===== config.mk =====
export PLATFORM = sky130hd
export DESIGN_NAME = spi_master_engine
export DESIGN_NICKNAME = d
export VERILOG_FILES = /design/src/core/spi_cfg_pkg.sv /design/src/core/bit_sync.sv /design/src/core/pair_buffer.sv /design/src/core/spi_master_engine.sv
export SDC_FILE = /design/constraint.sdc
export NUM_CORES = 1
export LEC_CHECK = 0
export ABC_AREA = 1
export ABC_CLOCK_PERIOD_IN_PS = 2600
export BUFFER_PORTS_ARGS = -buffer_cell sky130_fd_sc_hd__buf_4
export CORE_MARGIN = 1.5
export CORE_UTILIZATION = 50
export CTS_BUF_LIST = sky130_fd_sc_hd__clkbuf_4 sky130_fd_sc_hd__clkbuf_8
export DETAILED_ROUTE_END_ITERATION = 8
export GPL_TIMING_DRIVEN = 0
export MAX_ROUTING_LAYER = met4
export PLACE_DENSITY = 0.68
export SETUP_SLACK_MARGIN = 0.02
export SLEW_MARGIN = 20
export SYNTH_ARGS = -nofsm -noshare
export SYNTH_HDL_FRONTEND = slang
export SYNTH_SLANG_ARGS = --single-unit

===== constraint.sdc =====
create_clock -name mclk_i -period 2.6 [get_ports mclk_i]
set_input_delay 0.26 -clock mclk_i [delete_from_list [all_inputs] [get_ports mclk_i]]
set_output_delay 0.26 -clock mclk_i [all_outputs]
set_load 0.1 [all_outputs]

===== src/core/spi_cfg_pkg.sv =====
package spi_cfg_pkg;
    localparam int          SYS_CLK_HZ    = 250_000_000;
    localparam int          SCK_MAX_HZ    = 200_000;
    // least half period, rounded up so the bus clock never exceeds its ceiling
    localparam int          SCK_HALF_MIN  = (SYS_CLK_HZ + 2 * SCK_MAX_HZ - 1) / (2 * SCK_MAX_HZ);
    localparam int          DIV_W         = 16;
    localparam int          XFER_BITS     = 8;
    localparam int          XFER_EDGES    = 2 * XFER_BITS;
    localparam int          EDGE_CNT_W    = 5;
    localparam int          SYNC_STAGES   = 2;
    localparam int          BUF_DEPTH     = 2;
    localparam logic [7:0]  TX_RESET      = 8'h00;
    localparam logic [7:0]  RX_RESET      = 8'h00;

    typedef enum logic [2:0] {
        ST_IDLE  = 3'b000,
        ST_SETUP = 3'b001,
        ST_SHIFT = 3'b010,
        ST_HOLD  = 3'b011,
        ST_PUSH  = 3'b100
    } xfer_state_t;
endpackage : spi_cfg_pkg


===== src/core/bit_sync.sv =====
`timescale 1ns/100ps
module bit_sync #(
    parameter int WIDTH = 1
) (
    input  wire logic             mclk_i,
    input  wire logic             sys_rst_i,
    input  wire logic [WIDTH-1:0] async_i,
    output logic      [WIDTH-1:0] sync_o
);
    // first stage feeds only the second
    logic [WIDTH-1:0] meta;

    always_ff @(posedge mclk_i or posedge sys_rst_i) begin
        if (sys_rst_i) begin
            meta   <= '0;
            sync_o <= '0;
        end else begin
            meta   <= async_i;
            sync_o <= meta;
        end
    end
endmodule : bit_sync


===== src/core/pair_buffer.sv =====
`timescale 1ns/100ps
module pair_buffer #(
    parameter int WIDTH = 8,
    parameter int DEPTH = 2
) (
    input  wire logic             mclk_i,
    input  wire logic             sys_rst_i,
    input  wire logic             in_valid_i,
    output logic                  in_ready_o,
    input  wire logic [WIDTH-1:0] in_data_i,
    output logic                  out_valid_o,
    input  wire logic             out_ready_i,
    output logic      [WIDTH-1:0] out_data_o
);
    localparam int PTR_W = $clog2(DEPTH);
    localparam int CNT_W = $clog2(DEPTH + 1);

    logic [WIDTH-1:0] mem [DEPTH];
    logic [PTR_W-1:0] wr_ptr;
    logic [PTR_W-1:0] rd_ptr;
    logic [CNT_W-1:0] fill;

    wire push = in_valid_i && in_ready_o;
    wire pop  = out_valid_o && out_ready_i;

    assign in_ready_o  = (fill != CNT_W'(DEPTH));

    wire [PTR_W-1:0] wr_inc = (wr_ptr == PTR_W'(DEPTH - 1)) ? '0 : wr_ptr + 1'b1;
    wire [PTR_W-1:0] rd_inc = (rd_ptr == PTR_W'(DEPTH - 1)) ? '0 : rd_ptr + 1'b1;

    // head is registered so the reader sees flops only; a word landing
    // in the slot that becomes head is taken straight from the input
    wire [PTR_W-1:0] next_rd   = pop ? rd_inc : rd_ptr;
    wire [CNT_W-1:0] next_fill = (push && !pop) ? fill + 1'b1 :
                                 (pop && !push) ? fill - 1'b1 : fill;
    wire [WIDTH-1:0] next_head = (push && wr_ptr == next_rd) ? in_data_i : mem[next_rd];

    always_ff @(posedge mclk_i or posedge sys_rst_i) begin
        if (sys_rst_i) begin
            wr_ptr      <= '0;
            rd_ptr      <= '0;
            fill        <= '0;
            out_valid_o <= 1'b0;
            out_data_o  <= '0;
        end else begin
            if (push) wr_ptr <= wr_inc;
            rd_ptr      <= next_rd;
            fill        <= next_fill;
            out_valid_o <= (next_fill != '0);
            out_data_o  <= next_head;
        end
    end

    always_ff @(posedge mclk_i) begin
        if (push) mem[wr_ptr] <= in_data_i;
    end
endmodule : pair_buffer


===== src/core/spi_master_engine.sv =====
`timescale 1ns/100ps
// Summary of operation
// - bus clock divided from mclk, half period clamped so it never passes 200 kHz
// - software picks a divider no faster than the attached peripheral allows
// - clock polarity input sets the idle level of the serial clock
// - phase zero: first clock edge samples first bit at both ends
// - phase zero: first edge a whole bit after start, data already presented
// - phase one: first edge half a bit after start drives data, next edge samples
// - polarity and phase must match the selected peripheral
// - polarity, phase and select settings latched per transfer, free to change between
// - chip select generation enabled only by its enable input
// - select index chooses which general pin carries chip select
// - at most one chip select line is active at a time, except that reset and the cycle after it drive every line high
// - select polarity input sets active level, held for the whole transfer
// - active low: select falls before transfer, rises after last data
// - active high: select rises before transfer, falls after last data
// - active high mode serves three-wire peripherals with high-true select
module spi_master_engine
    import spi_cfg_pkg::*;
#(
    parameter int NUM_CS = 4,
    parameter int CS_W   = (NUM_CS > 1) ? $clog2(NUM_CS) : 1
) (
    input  wire logic              mclk_i,
    input  wire logic              sys_rst_i,
    input  wire logic [DIV_W-1:0]  half_div_i,
    input  wire logic              cpol_i,
    input  wire logic              cpha_i,
    input  wire logic              cs_en_i,
    input  wire logic [CS_W-1:0]   cs_sel_i,
    input  wire logic              cs_active_high_i,
    input  wire logic              tx_valid_i,
    output logic                   tx_ready_o,
    input  wire logic [7:0]        tx_data_i,
    output logic                   rx_valid_o,
    input  wire logic              rx_ready_i,
    output logic      [7:0]        rx_data_o,
    output logic                   busy_o,
    output logic                   sck_o,
    output logic                   mosi_o,
    input  wire logic              miso_i,
    output logic      [NUM_CS-1:0] cs_o
);
    localparam logic [DIV_W-1:0]      HALF_MIN  = DIV_W'(SCK_HALF_MIN);
    localparam logic [EDGE_CNT_W-1:0] EDGES_END = EDGE_CNT_W'(XFER_EDGES);

    xfer_state_t             state;
    xfer_state_t             next_state;
    logic [DIV_W-1:0]        half_len;
    logic [DIV_W-1:0]        cnt;
    logic [EDGE_CNT_W-1:0]   edge_cnt;
    logic                    cpol_l;
    logic                    cpha_l;
    logic                    cs_en_l;
    logic [CS_W-1:0]         cs_sel_l;
    logic                    cs_hi_l;
    logic [7:0]              tx_sh;
    logic [7:0]              rx_sh;
    logic                    push;
    logic                    miso_s;
    logic                    buf_in_ready;

    bit_sync #(
        .WIDTH (1)
    ) u_miso_sync (
        .mclk_i    (mclk_i),
        .sys_rst_i (sys_rst_i),
        .async_i   (miso_i),
        .sync_o    (miso_s)
    );

    // a stalled reader holds the engine idle, so no received byte is dropped
    pair_buffer #(
        .WIDTH (8),
        .DEPTH (BUF_DEPTH)
    ) u_rx_buf (
        .mclk_i      (mclk_i),
        .sys_rst_i   (sys_rst_i),
        .in_valid_i  (push),
        .in_ready_o  (buf_in_ready),
        .in_data_i   (rx_sh),
        .out_valid_o (rx_valid_o),
        .out_ready_i (rx_ready_i),
        .out_data_o  (rx_data_o)
    );

    wire accept    = (state == ST_IDLE) && tx_valid_i && tx_ready_o;
    wire [DIV_W-1:0] div_clamped = (half_div_i < HALF_MIN) ? HALF_MIN : half_div_i;
    wire half_tick = (cnt == half_len - 1'b1);
    // phase one fires its first edge with no lead-in
    wire first_now = cpha_l && (edge_cnt == '0) && (cnt == '0);
    wire edges_done = (edge_cnt == EDGES_END);
    wire edge_now  = (state == ST_SHIFT) && !edges_done && (half_tick || first_now);
    wire leading   = !edge_cnt[0];
    // phase zero samples on leading edges, phase one on trailing
    wire sample_edge = edge_now && (cpha_l ? !leading : leading);
    // phase zero drives on trailing edges except the last one
    wire drive_edge  = edge_now && (cpha_l ? leading :
                       (!leading && edge_cnt != EDGES_END - 1'b1));
    wire cs_assert   = (state == ST_SETUP) || (state == ST_SHIFT) || (state == ST_HOLD);
    wire [NUM_CS-1:0] one_hot = NUM_CS'(1) << cs_sel_l;
    wire [NUM_CS-1:0] active_mask = (cs_en_l && cs_assert) ? one_hot : '0;
    wire [NUM_CS-1:0] next_cs = cs_hi_l ? active_mask : ~active_mask;

    always_comb begin
        next_state = state;
        case (state)
            ST_IDLE: begin
                if (accept) next_state = ST_SETUP;
            end
            ST_SETUP: begin
                if (half_tick) next_state = ST_SHIFT;
            end
            ST_SHIFT: begin
                // phase zero ends on its last edge, phase one waits a further half bit
                if (edges_done && (!cpha_l || half_tick)) next_state = ST_HOLD;
                else if (edge_now && !cpha_l && edge_cnt == EDGES_END - 1'b1)
                    next_state = ST_HOLD;
            end
            ST_HOLD: begin
                if (half_tick) next_state = ST_PUSH;
            end
            ST_PUSH: begin
                next_state = ST_IDLE;
            end
            default: begin
                next_state = ST_IDLE;
            end
        endcase
    end

    always_ff @(posedge mclk_i or posedge sys_rst_i) begin
        if (sys_rst_i) state <= ST_IDLE;
        else           state <= next_state;
    end

    // half period counter, restarted on every state change and every edge
    always_ff @(posedge mclk_i or posedge sys_rst_i) begin
        if (sys_rst_i)                                 cnt <= '0;
        else if (next_state != state || edge_now || half_tick) cnt <= '0;
        else                                           cnt <= cnt + 1'b1;
    end

    always_ff @(posedge mclk_i or posedge sys_rst_i) begin
        if (sys_rst_i)     edge_cnt <= '0;
        else if (accept)   edge_cnt <= '0;
        else if (edge_now) edge_cnt <= edge_cnt + 1'b1;
    end

    // settings taken once per transfer, idle settings track inputs
    always_ff @(posedge mclk_i or posedge sys_rst_i) begin
        if (sys_rst_i) begin
            half_len <= HALF_MIN;
            cpol_l   <= 1'b0;
            cpha_l   <= 1'b0;
            cs_en_l  <= 1'b0;
            cs_sel_l <= '0;
            cs_hi_l  <= 1'b0;
        end else if (state == ST_IDLE) begin
            half_len <= div_clamped;
            cpol_l   <= cpol_i;
            cpha_l   <= cpha_i;
            cs_en_l  <= cs_en_i;
            cs_sel_l <= cs_sel_i;
            cs_hi_l  <= cs_active_high_i;
        end
    end

    always_ff @(posedge mclk_i or posedge sys_rst_i) begin
        if (sys_rst_i)              sck_o <= 1'b0;
        else if (state == ST_IDLE)  sck_o <= cpol_i;
        else if (edge_now)          sck_o <= !sck_o;
    end

    // msb first; phase zero presents bit 7 before any edge
    always_ff @(posedge mclk_i or posedge sys_rst_i) begin
        if (sys_rst_i) begin
            tx_sh  <= TX_RESET;
            mosi_o <= 1'b0;
        end else if (accept) begin
            if (!cpha_i) begin
                mosi_o <= tx_data_i[7];
                tx_sh  <= {tx_data_i[6:0], 1'b0};
            end else begin
                tx_sh  <= tx_data_i;
            end
        end else if (drive_edge) begin
            mosi_o <= tx_sh[7];
            tx_sh  <= {tx_sh[6:0], 1'b0};
        end
    end

    always_ff @(posedge mclk_i or posedge sys_rst_i) begin
        if (sys_rst_i)        rx_sh <= RX_RESET;
        else if (sample_edge) rx_sh <= {rx_sh[6:0], miso_s};
    end

    always_ff @(posedge mclk_i or posedge sys_rst_i) begin
        if (sys_rst_i) cs_o <= '1;
        else           cs_o <= next_cs;
    end

    always_ff @(posedge mclk_i or posedge sys_rst_i) begin
        if (sys_rst_i) begin
            push       <= 1'b0;
            tx_ready_o <= 1'b0;
            busy_o     <= 1'b0;
        end else begin
            push       <= (next_state == ST_PUSH);
            // room only shrinks through our own push, so a stale ready is safe
            tx_ready_o <= (next_state == ST_IDLE) && buf_in_ready && !push;
            busy_o     <= (next_state != ST_IDLE);
        end
    end

endmodule : spi_master_engine


==> results.sh, run 1 <==
export IMPL_worstSetupPathType="reg2reg"
export IMPL_yosysWarnings=0
export IMPL_synth_edff_count=16
export IMPL_die_area_mm2=0.01143
export IMPL_seq_power_share_pct=56.0
export IMPL_period_share_pct=101.9
export IMPL_cp_start_kind="flip-flop"
export IMPL_setup_viol=12
export IMPL_busiest_layer="met2"
export IMPL_cp_end_kind="flip-flop"
export IMPL_gp_congestion=0.9205
export IMPL_die_w_um=106.9
export IMPL_overflow=0
export IMPL_finalCoreUtilization_pct=62.64
export IMPL_wl_per_cell_um=14.12
export IMPL_ys_types=42
export IMPL_cts_tree="yes"
export IMPL_required_ns=2.88
export IMPL_use_met3_pct=2.979
export IMPL_dp_slack_ns=-0.2350
export IMPL_dpl_hpwl_um=8831
export IMPL_met1_usage_pct=31.33
export IMPL_fp_row_count=37
export IMPL_drc=0
export IMPL_powerDensity_mw_per_mm2=452.3
export IMPL_clockPowerShare_pct=32.5
export IMPL_first_pass_iters=5
export IMPL_max_slew_margin_pct=44.12
export IMPL_cpLargestDelayFamily="simple AND/OR/NAND/NOR gates"
export IMPL_synthFlopType="dfrtp_1"
export IMPL_clkLatencyLatePin_ns=0.39
export IMPL_drv_slew=0
export IMPL_nets=786
export IMPL_fin_ws_ns=-0.04951
export IMPL_crit_chain="inv_4, ha_4, inv_2, nand2_2, nand2_2, nor2_4, nand2_1, nor2_1, nand3_1, nor2_2, nand4_2, buf_6, a21oi_2, nand2_2, buf_4, buf_4, buf_4, buf_4"
export IMPL_area_delta_synth_final_pct=20.91
export IMPL_violations="setup timing"
export IMPL_cts_root_buf="clkbuf_8"
export IMPL_avgSynthCellArea_um2=8.201
export IMPL_finalCriticalPeriod_ns=2.650
export IMPL_post_dp_cell_area_mm2=0.005964
export IMPL_cp_slowest_cell="dfstp_2"
export IMPL_drive_gt1_share_pct=22.43
export IMPL_syn_area_mm2=0.005396
export IMPL_postSynthCellCount=658
export IMPL_dr_first_iter_drc_count=329
export IMPL_intPower_w=0.002111
export IMPL_ys_seq_area_share_pct=48.53
export IMPL_start_util_pct=51.81
export IMPL_status="finished with violations"
export IMPL_sw_frac_of_total_pct=28.46
export IMPL_htree_levels=3
export IMPL_mostFrequentLayoutCells="nand2_1, inv_1, dfrtp_1, buf_4, nor2_1"
export IMPL_grt_max_degree=47
export IMPL_crit_path_frequent_cell="buf_4"
export IMPL_power_net_switching_w=0.0008400
export IMPL_ir_drop_v=0.0002777
export IMPL_r2r_setup_slack_ns=-0.05
export IMPL_ys_ff_latch=101
export IMPL_crit_buf_inv=7
export IMPL_grt_pass1_vias=4414
export IMPL_track_usage_pct=23.68
export IMPL_timing_fmax_mhz=377.4
export IMPL_clkSinkCount=101
export IMPL_min_path_type="in2reg"
export IMPL_antenna_found_initial=0
export IMPL_p_leak_nw=2.911
export IMPL_die_height_um=106.9
export IMPL_io_pins=52
export IMPL_finalHoldViolations=0
export IMPL_ant_nets=0
export IMPL_clkTransAtPathRegs_ns=0.10
export IMPL_grt_pass1_wl_um=20620
export IMPL_io_buffers=50
export IMPL_final_common_cell="nand2_1"
export IMPL_finalInstanceArea_mm2=0.006525
export IMPL_skew_ns=0.01698
export IMPL_drt_total_wl_um=12490
export IMPL_cp_arrival_ns=2.93
export IMPL_via_count=4589
export IMPL_async_flop_share_pct=84.16
export IMPL_crit_fanout=3
export IMPL_cpPeakStageDelay_ns=0.58
export IMPL_clockBufferDepth=2
export IMPL_via_per_inst=5.185
export IMPL_worst_pin_slew_ns=0.8323
export IMPL_core_mm2=0.01042
export IMPL_hold_ws_ns=0.06963
export IMPL_rsz0062_at_grt="true"
export IMPL_max_cap_viol_count=0
export IMPL_cts_buffers=9
export IMPL_use_met2_pct=37.96
export IMPL_synthesis_nets=700
export IMPL_antenna_cells=0
export IMPL_comb_power_share_pct=11.5
export IMPL_nFillCells=914
flip-flops by register name, indices dropped and copies added (netlist names), 2 cells and up:
register / cells
cnt: 16
cs_o: 4
cs_sel_l: 2
edge_cnt: 5
half_len: 16
rx_sh: 8
state: 3
tx_sh: 8
u_rx_buf.fill: 2
u_rx_buf.mem: 16
u_rx_buf.out_data_o: 8
synth_stat cells (2+ instances only):
cell type | number | area (µm²)
nor2_1 | 70 | 262.8
nor3_2 | 2 | 20.02
nand3_1 | 44 | 220.2
edfxtp_1 | 16 | 480.5
nor3_1 | 11 | 55.05
or2_2 | 5 | 31.28
a31oi_1 | 3 | 18.77
nand2_2 | 10 | 62.56
a21oi_1 | 4 | 20.02
nor4_1 | 7 | 43.79
o31ai_1 | 5 | 37.54
o21ai_2 | 7 | 61.31
nor2_2 | 14 | 87.58
nor2_4 | 2 | 22.52
xor2_1 | 27 | 236.5
inv_2 | 2 | 7.510
o21ai_1 | 2 | 10.01
nand4_1 | 12 | 75.07
xnor2_1 | 8 | 70.07
clkbuf_1 | 8 | 30.03
inv_1 | 88 | 330.3
o21ai_0 | 37 | 185.2
dfstp_2 | 9 | 236.5
dfrtp_1 | 76 | 1902
buf_2 | 2 | 10.01
o211ai_1 | 9 | 67.56
nand3b_1 | 4 | 30.03
ha_1 | 7 | 87.58
nand2_1 | 154 | 578.1
per-layer routing:
| metal | wire (µm) | up-vias |
|---|---|---|
| li1 | - | 2288 |
| met1 | 5727 | 2131 |
| met2 | 5842 | 143 |
| met3 | 676 | 27 |
| met4 | 248 | 0 |
| met5 | 0 | - |
kinds of logic after synthesis:
logic type / count (synthesis) / synth area share, %
simple gates: 340 / 28.47
buf+inv: 105 / 7.814
flops: 101 / 48.53
compound gates: 69 / 7.698
xor+xnor: 35 / 5.681
fa+ha+maj: 7 / 1.623
mux: 1 / 0.1855
worst register-to-register path, stage by stage (launching register included):
cell	delay, ns
dfstp_2	0.58
inv_4	0.05
ha_4	0.26
inv_2	0.03
nand2_2	0.05
nand2_2	0.06
nor2_4	0.11
nand2_1	0.06
nor2_1	0.09
nand3_1	0.10
nor2_2	0.10
nand4_2	0.11
buf_6	0.16
a21oi_2	0.18
nand2_2	0.10
buf_4	0.14
buf_4	0.12
buf_4	0.12
buf_4	0.12
layout make-up:
type | count | area (µm²) | share of cell area, %
Buffer | 14 | 86.33 | 1.323
Tap cell | 136 | 170.2 | 2.608
Sequential cell | 101 | 2619 | 40.13
Inverter | 91 | 351.6 | 5.388
Timing Repair Buffer | 75 | 645.6 | 9.895
Clock buffer | 9 | 123.9 | 1.898
Multi-Input combinational cell | 452 | 2475 | 37.93
Clock inverter | 7 | 53.80 | 0.8245
worst paths after layout:
| kind | cells past startpoint | end | startpoint |
|---|---|---|---|
| max | 18 | state[0] | half_len[0] |
| min | 3 | cs_hi_l | cs_active_high_i |
| max reg2reg | 18 | state[0] | half_len[0] |
| min reg2reg | 0 | u_miso_sync.sync_o | u_miso_sync.meta |
| max in group asynchronous | 4 | half_len[9] | sys_rst_i |
| min in group asynchronous | 3 | tx_ready_o | sys_rst_i |
power groups by stage:
stage | logic, W | clock network (W) | registers (W)
after detailed placement | 0.000335 | 0 | 0.00169
after global placement | 0.000321 | 0 | 0.00168
after floorplan | 0.000169 | 0 | 0.00173
after CTS | 0.000339 | 0.000958 | 0.00165
final | 0.000339 | 0.000958 | 0.00165
after global routing | 0.000368 | 0.00102 | 0.00166
through the flow:
stage | power [W] | instances | setup TNS, ns
final | 0.002951 | 885 | -0.3847
after global routing | 0.003044 | 885 | -2.814
after CTS | 0.002951 | 886 | -0.1787
after detailed placement | 0.002021 | 845 | -3.478
after global placement | 0.002005 | 844 | -69.97
after floorplan | 0.001902 | 658 | 0
timing repair:
action,4_1_cts,5_1_grt
setup buffers,21,3
endpoints found under the setup margin,28,40
gates cloned,2,0
hold endpoints to repair,46,0
gates resized for setup,16,25
pin swaps,9,16
hold buffers,2,0
Note: power is estimated with default switching activity, not from simulation.
==> run 2: changes to the inputs <==
Settings changed: CORE_UTILIZATION 50 to 40, PLACE_DENSITY 0.68 to 0.56, TNS_END_PERCENT set to 100.
==> results.sh, run 2 (synthesis results as in run 1) <==
export IMPL_clkTransAtPathRegs_ns=0.10
export IMPL_worst_pin_slew_ns=0.8335
export IMPL_overflow=0
export IMPL_cp_arrival_ns=2.82
export IMPL_crit_path_frequent_cell="nand2_1"
export IMPL_clockBufferDepth=2
export IMPL_finalHoldViolations=0
export IMPL_worstSetupPathType="reg2reg"
export IMPL_clkLatencyLatePin_ns=0.37
export IMPL_crit_chain="inv_4, ha_4, inv_2, nand2_1, nand2_1, nor2_2, nand2_1, nor2_1, nand3_1, nor2_1, nand4_2, nand2_2, buf_4, nand2_8, nand3_2, inv_1, nand2_4, buf_6, nor2_2"
export IMPL_drt_total_wl_um=12700
export IMPL_grt_pass1_wl_um=21610
export IMPL_setup_tns_ns=0
export IMPL_track_usage_pct=19.80
export IMPL_drv_slew=0
export IMPL_powerDensity_mw_per_mm2=450.2
export IMPL_finalCriticalPeriod_ns=2.556
export IMPL_mostFrequentLayoutCells="nand2_1, inv_1, dfrtp_1, buf_4, nor2_1"
export IMPL_core_mm2=0.01319
export IMPL_cts_buffers=9
export IMPL_seqCellArea_mm2=0.002619
export IMPL_min_path_type="in2reg"
export IMPL_nets=785
export IMPL_start_util_pct=40.91
export IMPL_htree_levels=3
export IMPL_via_count=4481
export IMPL_grt_max_degree=45
export IMPL_first_pass_iters=4
export IMPL_cpPeakStageDelay_ns=0.58
export IMPL_fp_row_count=42
export IMPL_period_share_pct=98.31
export IMPL_nFillCells=1275
export IMPL_use_met3_pct=2.874
export IMPL_busiest_layer="met2"
export IMPL_use_met2_pct=32.19
export IMPL_final_common_cell="nand2_1"
export IMPL_cts_tree="yes"
export IMPL_die_height_um=119.2
export IMPL_reg_top3="cnt (16), half_len (16), u_rx_buf.mem (16)"
export IMPL_skew_ns=0.01813
export IMPL_setup_viol=0
export IMPL_max_cap_viol_count=0
export IMPL_met1_usage_pct=25.69
export IMPL_drc=0
export IMPL_dpl_hpwl_um=9392
export IMPL_r2r_setup_slack_ns=0.04
export IMPL_clkSinkCount=101
export IMPL_cp_start_kind="flip-flop"
export IMPL_dr_first_iter_drc_count=267
export IMPL_grt_pass1_vias=4549
export IMPL_ir_drop_v=0.0002335
export IMPL_gp_congestion=0.9387
export IMPL_multi_input_area_mm2=0.002459
export IMPL_p_leak_nw=2.916
export IMPL_cp_end_kind="flip-flop"
export IMPL_die_w_um=119.2
export IMPL_cp_slowest_cell="dfstp_2"
export IMPL_finalCoreUtilization_pct=49.62
export IMPL_max_slew_margin_pct=44.03
export IMPL_io_buffers=50
export IMPL_via_per_inst=4.850
export IMPL_crit_fanout=6
export IMPL_drive_gt1_share_pct=21.79
export IMPL_rsz0062_at_grt="true"
export IMPL_timing_fmax_mhz=391.2
export IMPL_area_delta_synth_final_pct=21.28
export IMPL_required_ns=2.87
export IMPL_antenna_cells=0
export IMPL_io_pins=52
export IMPL_wl_per_cell_um=13.75
export IMPL_status="finished, final reports clean"
export IMPL_die_area_mm2=0.01420
export IMPL_antenna_found_initial=0
export IMPL_ant_nets=0
export IMPL_cts_root_buf="clkbuf_8"
## run 2: power breakdown
group          switching [W]  internal (W)
logic               0.000225      0.000115
clock network       0.000577      0.000374
registers          0.0000190       0.00164
total               0.000821       0.00213
## run 2: path summary, 6_finish.rpt
kind	from	end	depth (start not counted)
setup / recovery	half_len[0]	cnt[5]	19
hold / removal	cs_active_high_i	cs_hi_l	3
setup reg to reg	half_len[0]	cnt[5]	19
hold reg to reg	u_miso_sync.meta	u_miso_sync.sync_o	0
max in group asynchronous	sys_rst_i	cnt[7]	4
min in group asynchronous	sys_rst_i	u_rx_buf.out_data_o[2]	3
## run 2: what timing repair did
| action | CTS | global route |
|---|---|---|
| endpoints found under the hold margin | 33 | 0 |
| endpoints found under the setup margin | 35 | 35 |
| cloned | 1 | 1 |
| pin swaps | 7 | 16 |
| buffers inserted | 16 | 8 |
| hold buffers | 2 | 0 |
| resized for setup | 10 | 28 |
## run 2: cell type report
class	count	area share, %
Buffer	13	1.071
Multi-Input combinational cell	452	37.56
Clock buffer	10	2.007
Inverter	91	5.372
Tap cell	176	3.365
Sequential cell	101	40.01
Clock inverter	6	0.8029
Timing Repair Buffer	75	9.807
## run 2: routing by layer
metal	share of wire, %	up-vias
met5	0	-
met4	1.4	0
met3	3.2	12
met2	48	68
met1	47	2117
li1	-	2284
## run 2: metrics by stage
stage | total power, W | setup WS [ns] | hold WS, ns | std cells | cell area, µm²
3_3_place_gp | 0.002011 | -0.9823 | 0.3396 | 884 | 5992
6_report | 0.002946 | 0.04384 | 0.08975 | 924 | 6545
4_1_cts | 0.002979 | -0.03480 | 0.07079 | 920 | 6431
2_1_floorplan | 0.001902 | 0.1614 | 0.2914 | 658 | 5396
3_5_place_dp | 0.002027 | -0.2867 | 0.3403 | 885 | 6022
5_1_grt | 0.003076 | -0.1205 | 0.08742 | 924 | 6545
## run 2: worst max-delay path, delay by kind of cell, from the launching register on
| kind | cells | cell delay, ns |
|---|---|---|
| buffers and inverters | 5 | 0.41 |
| AND/OR/NAND/NOR | 13 | 1.21 |
| adder cells (fa/ha/maj) | 1 | 0.26 |
| flip-flops | 1 | 0.58 |
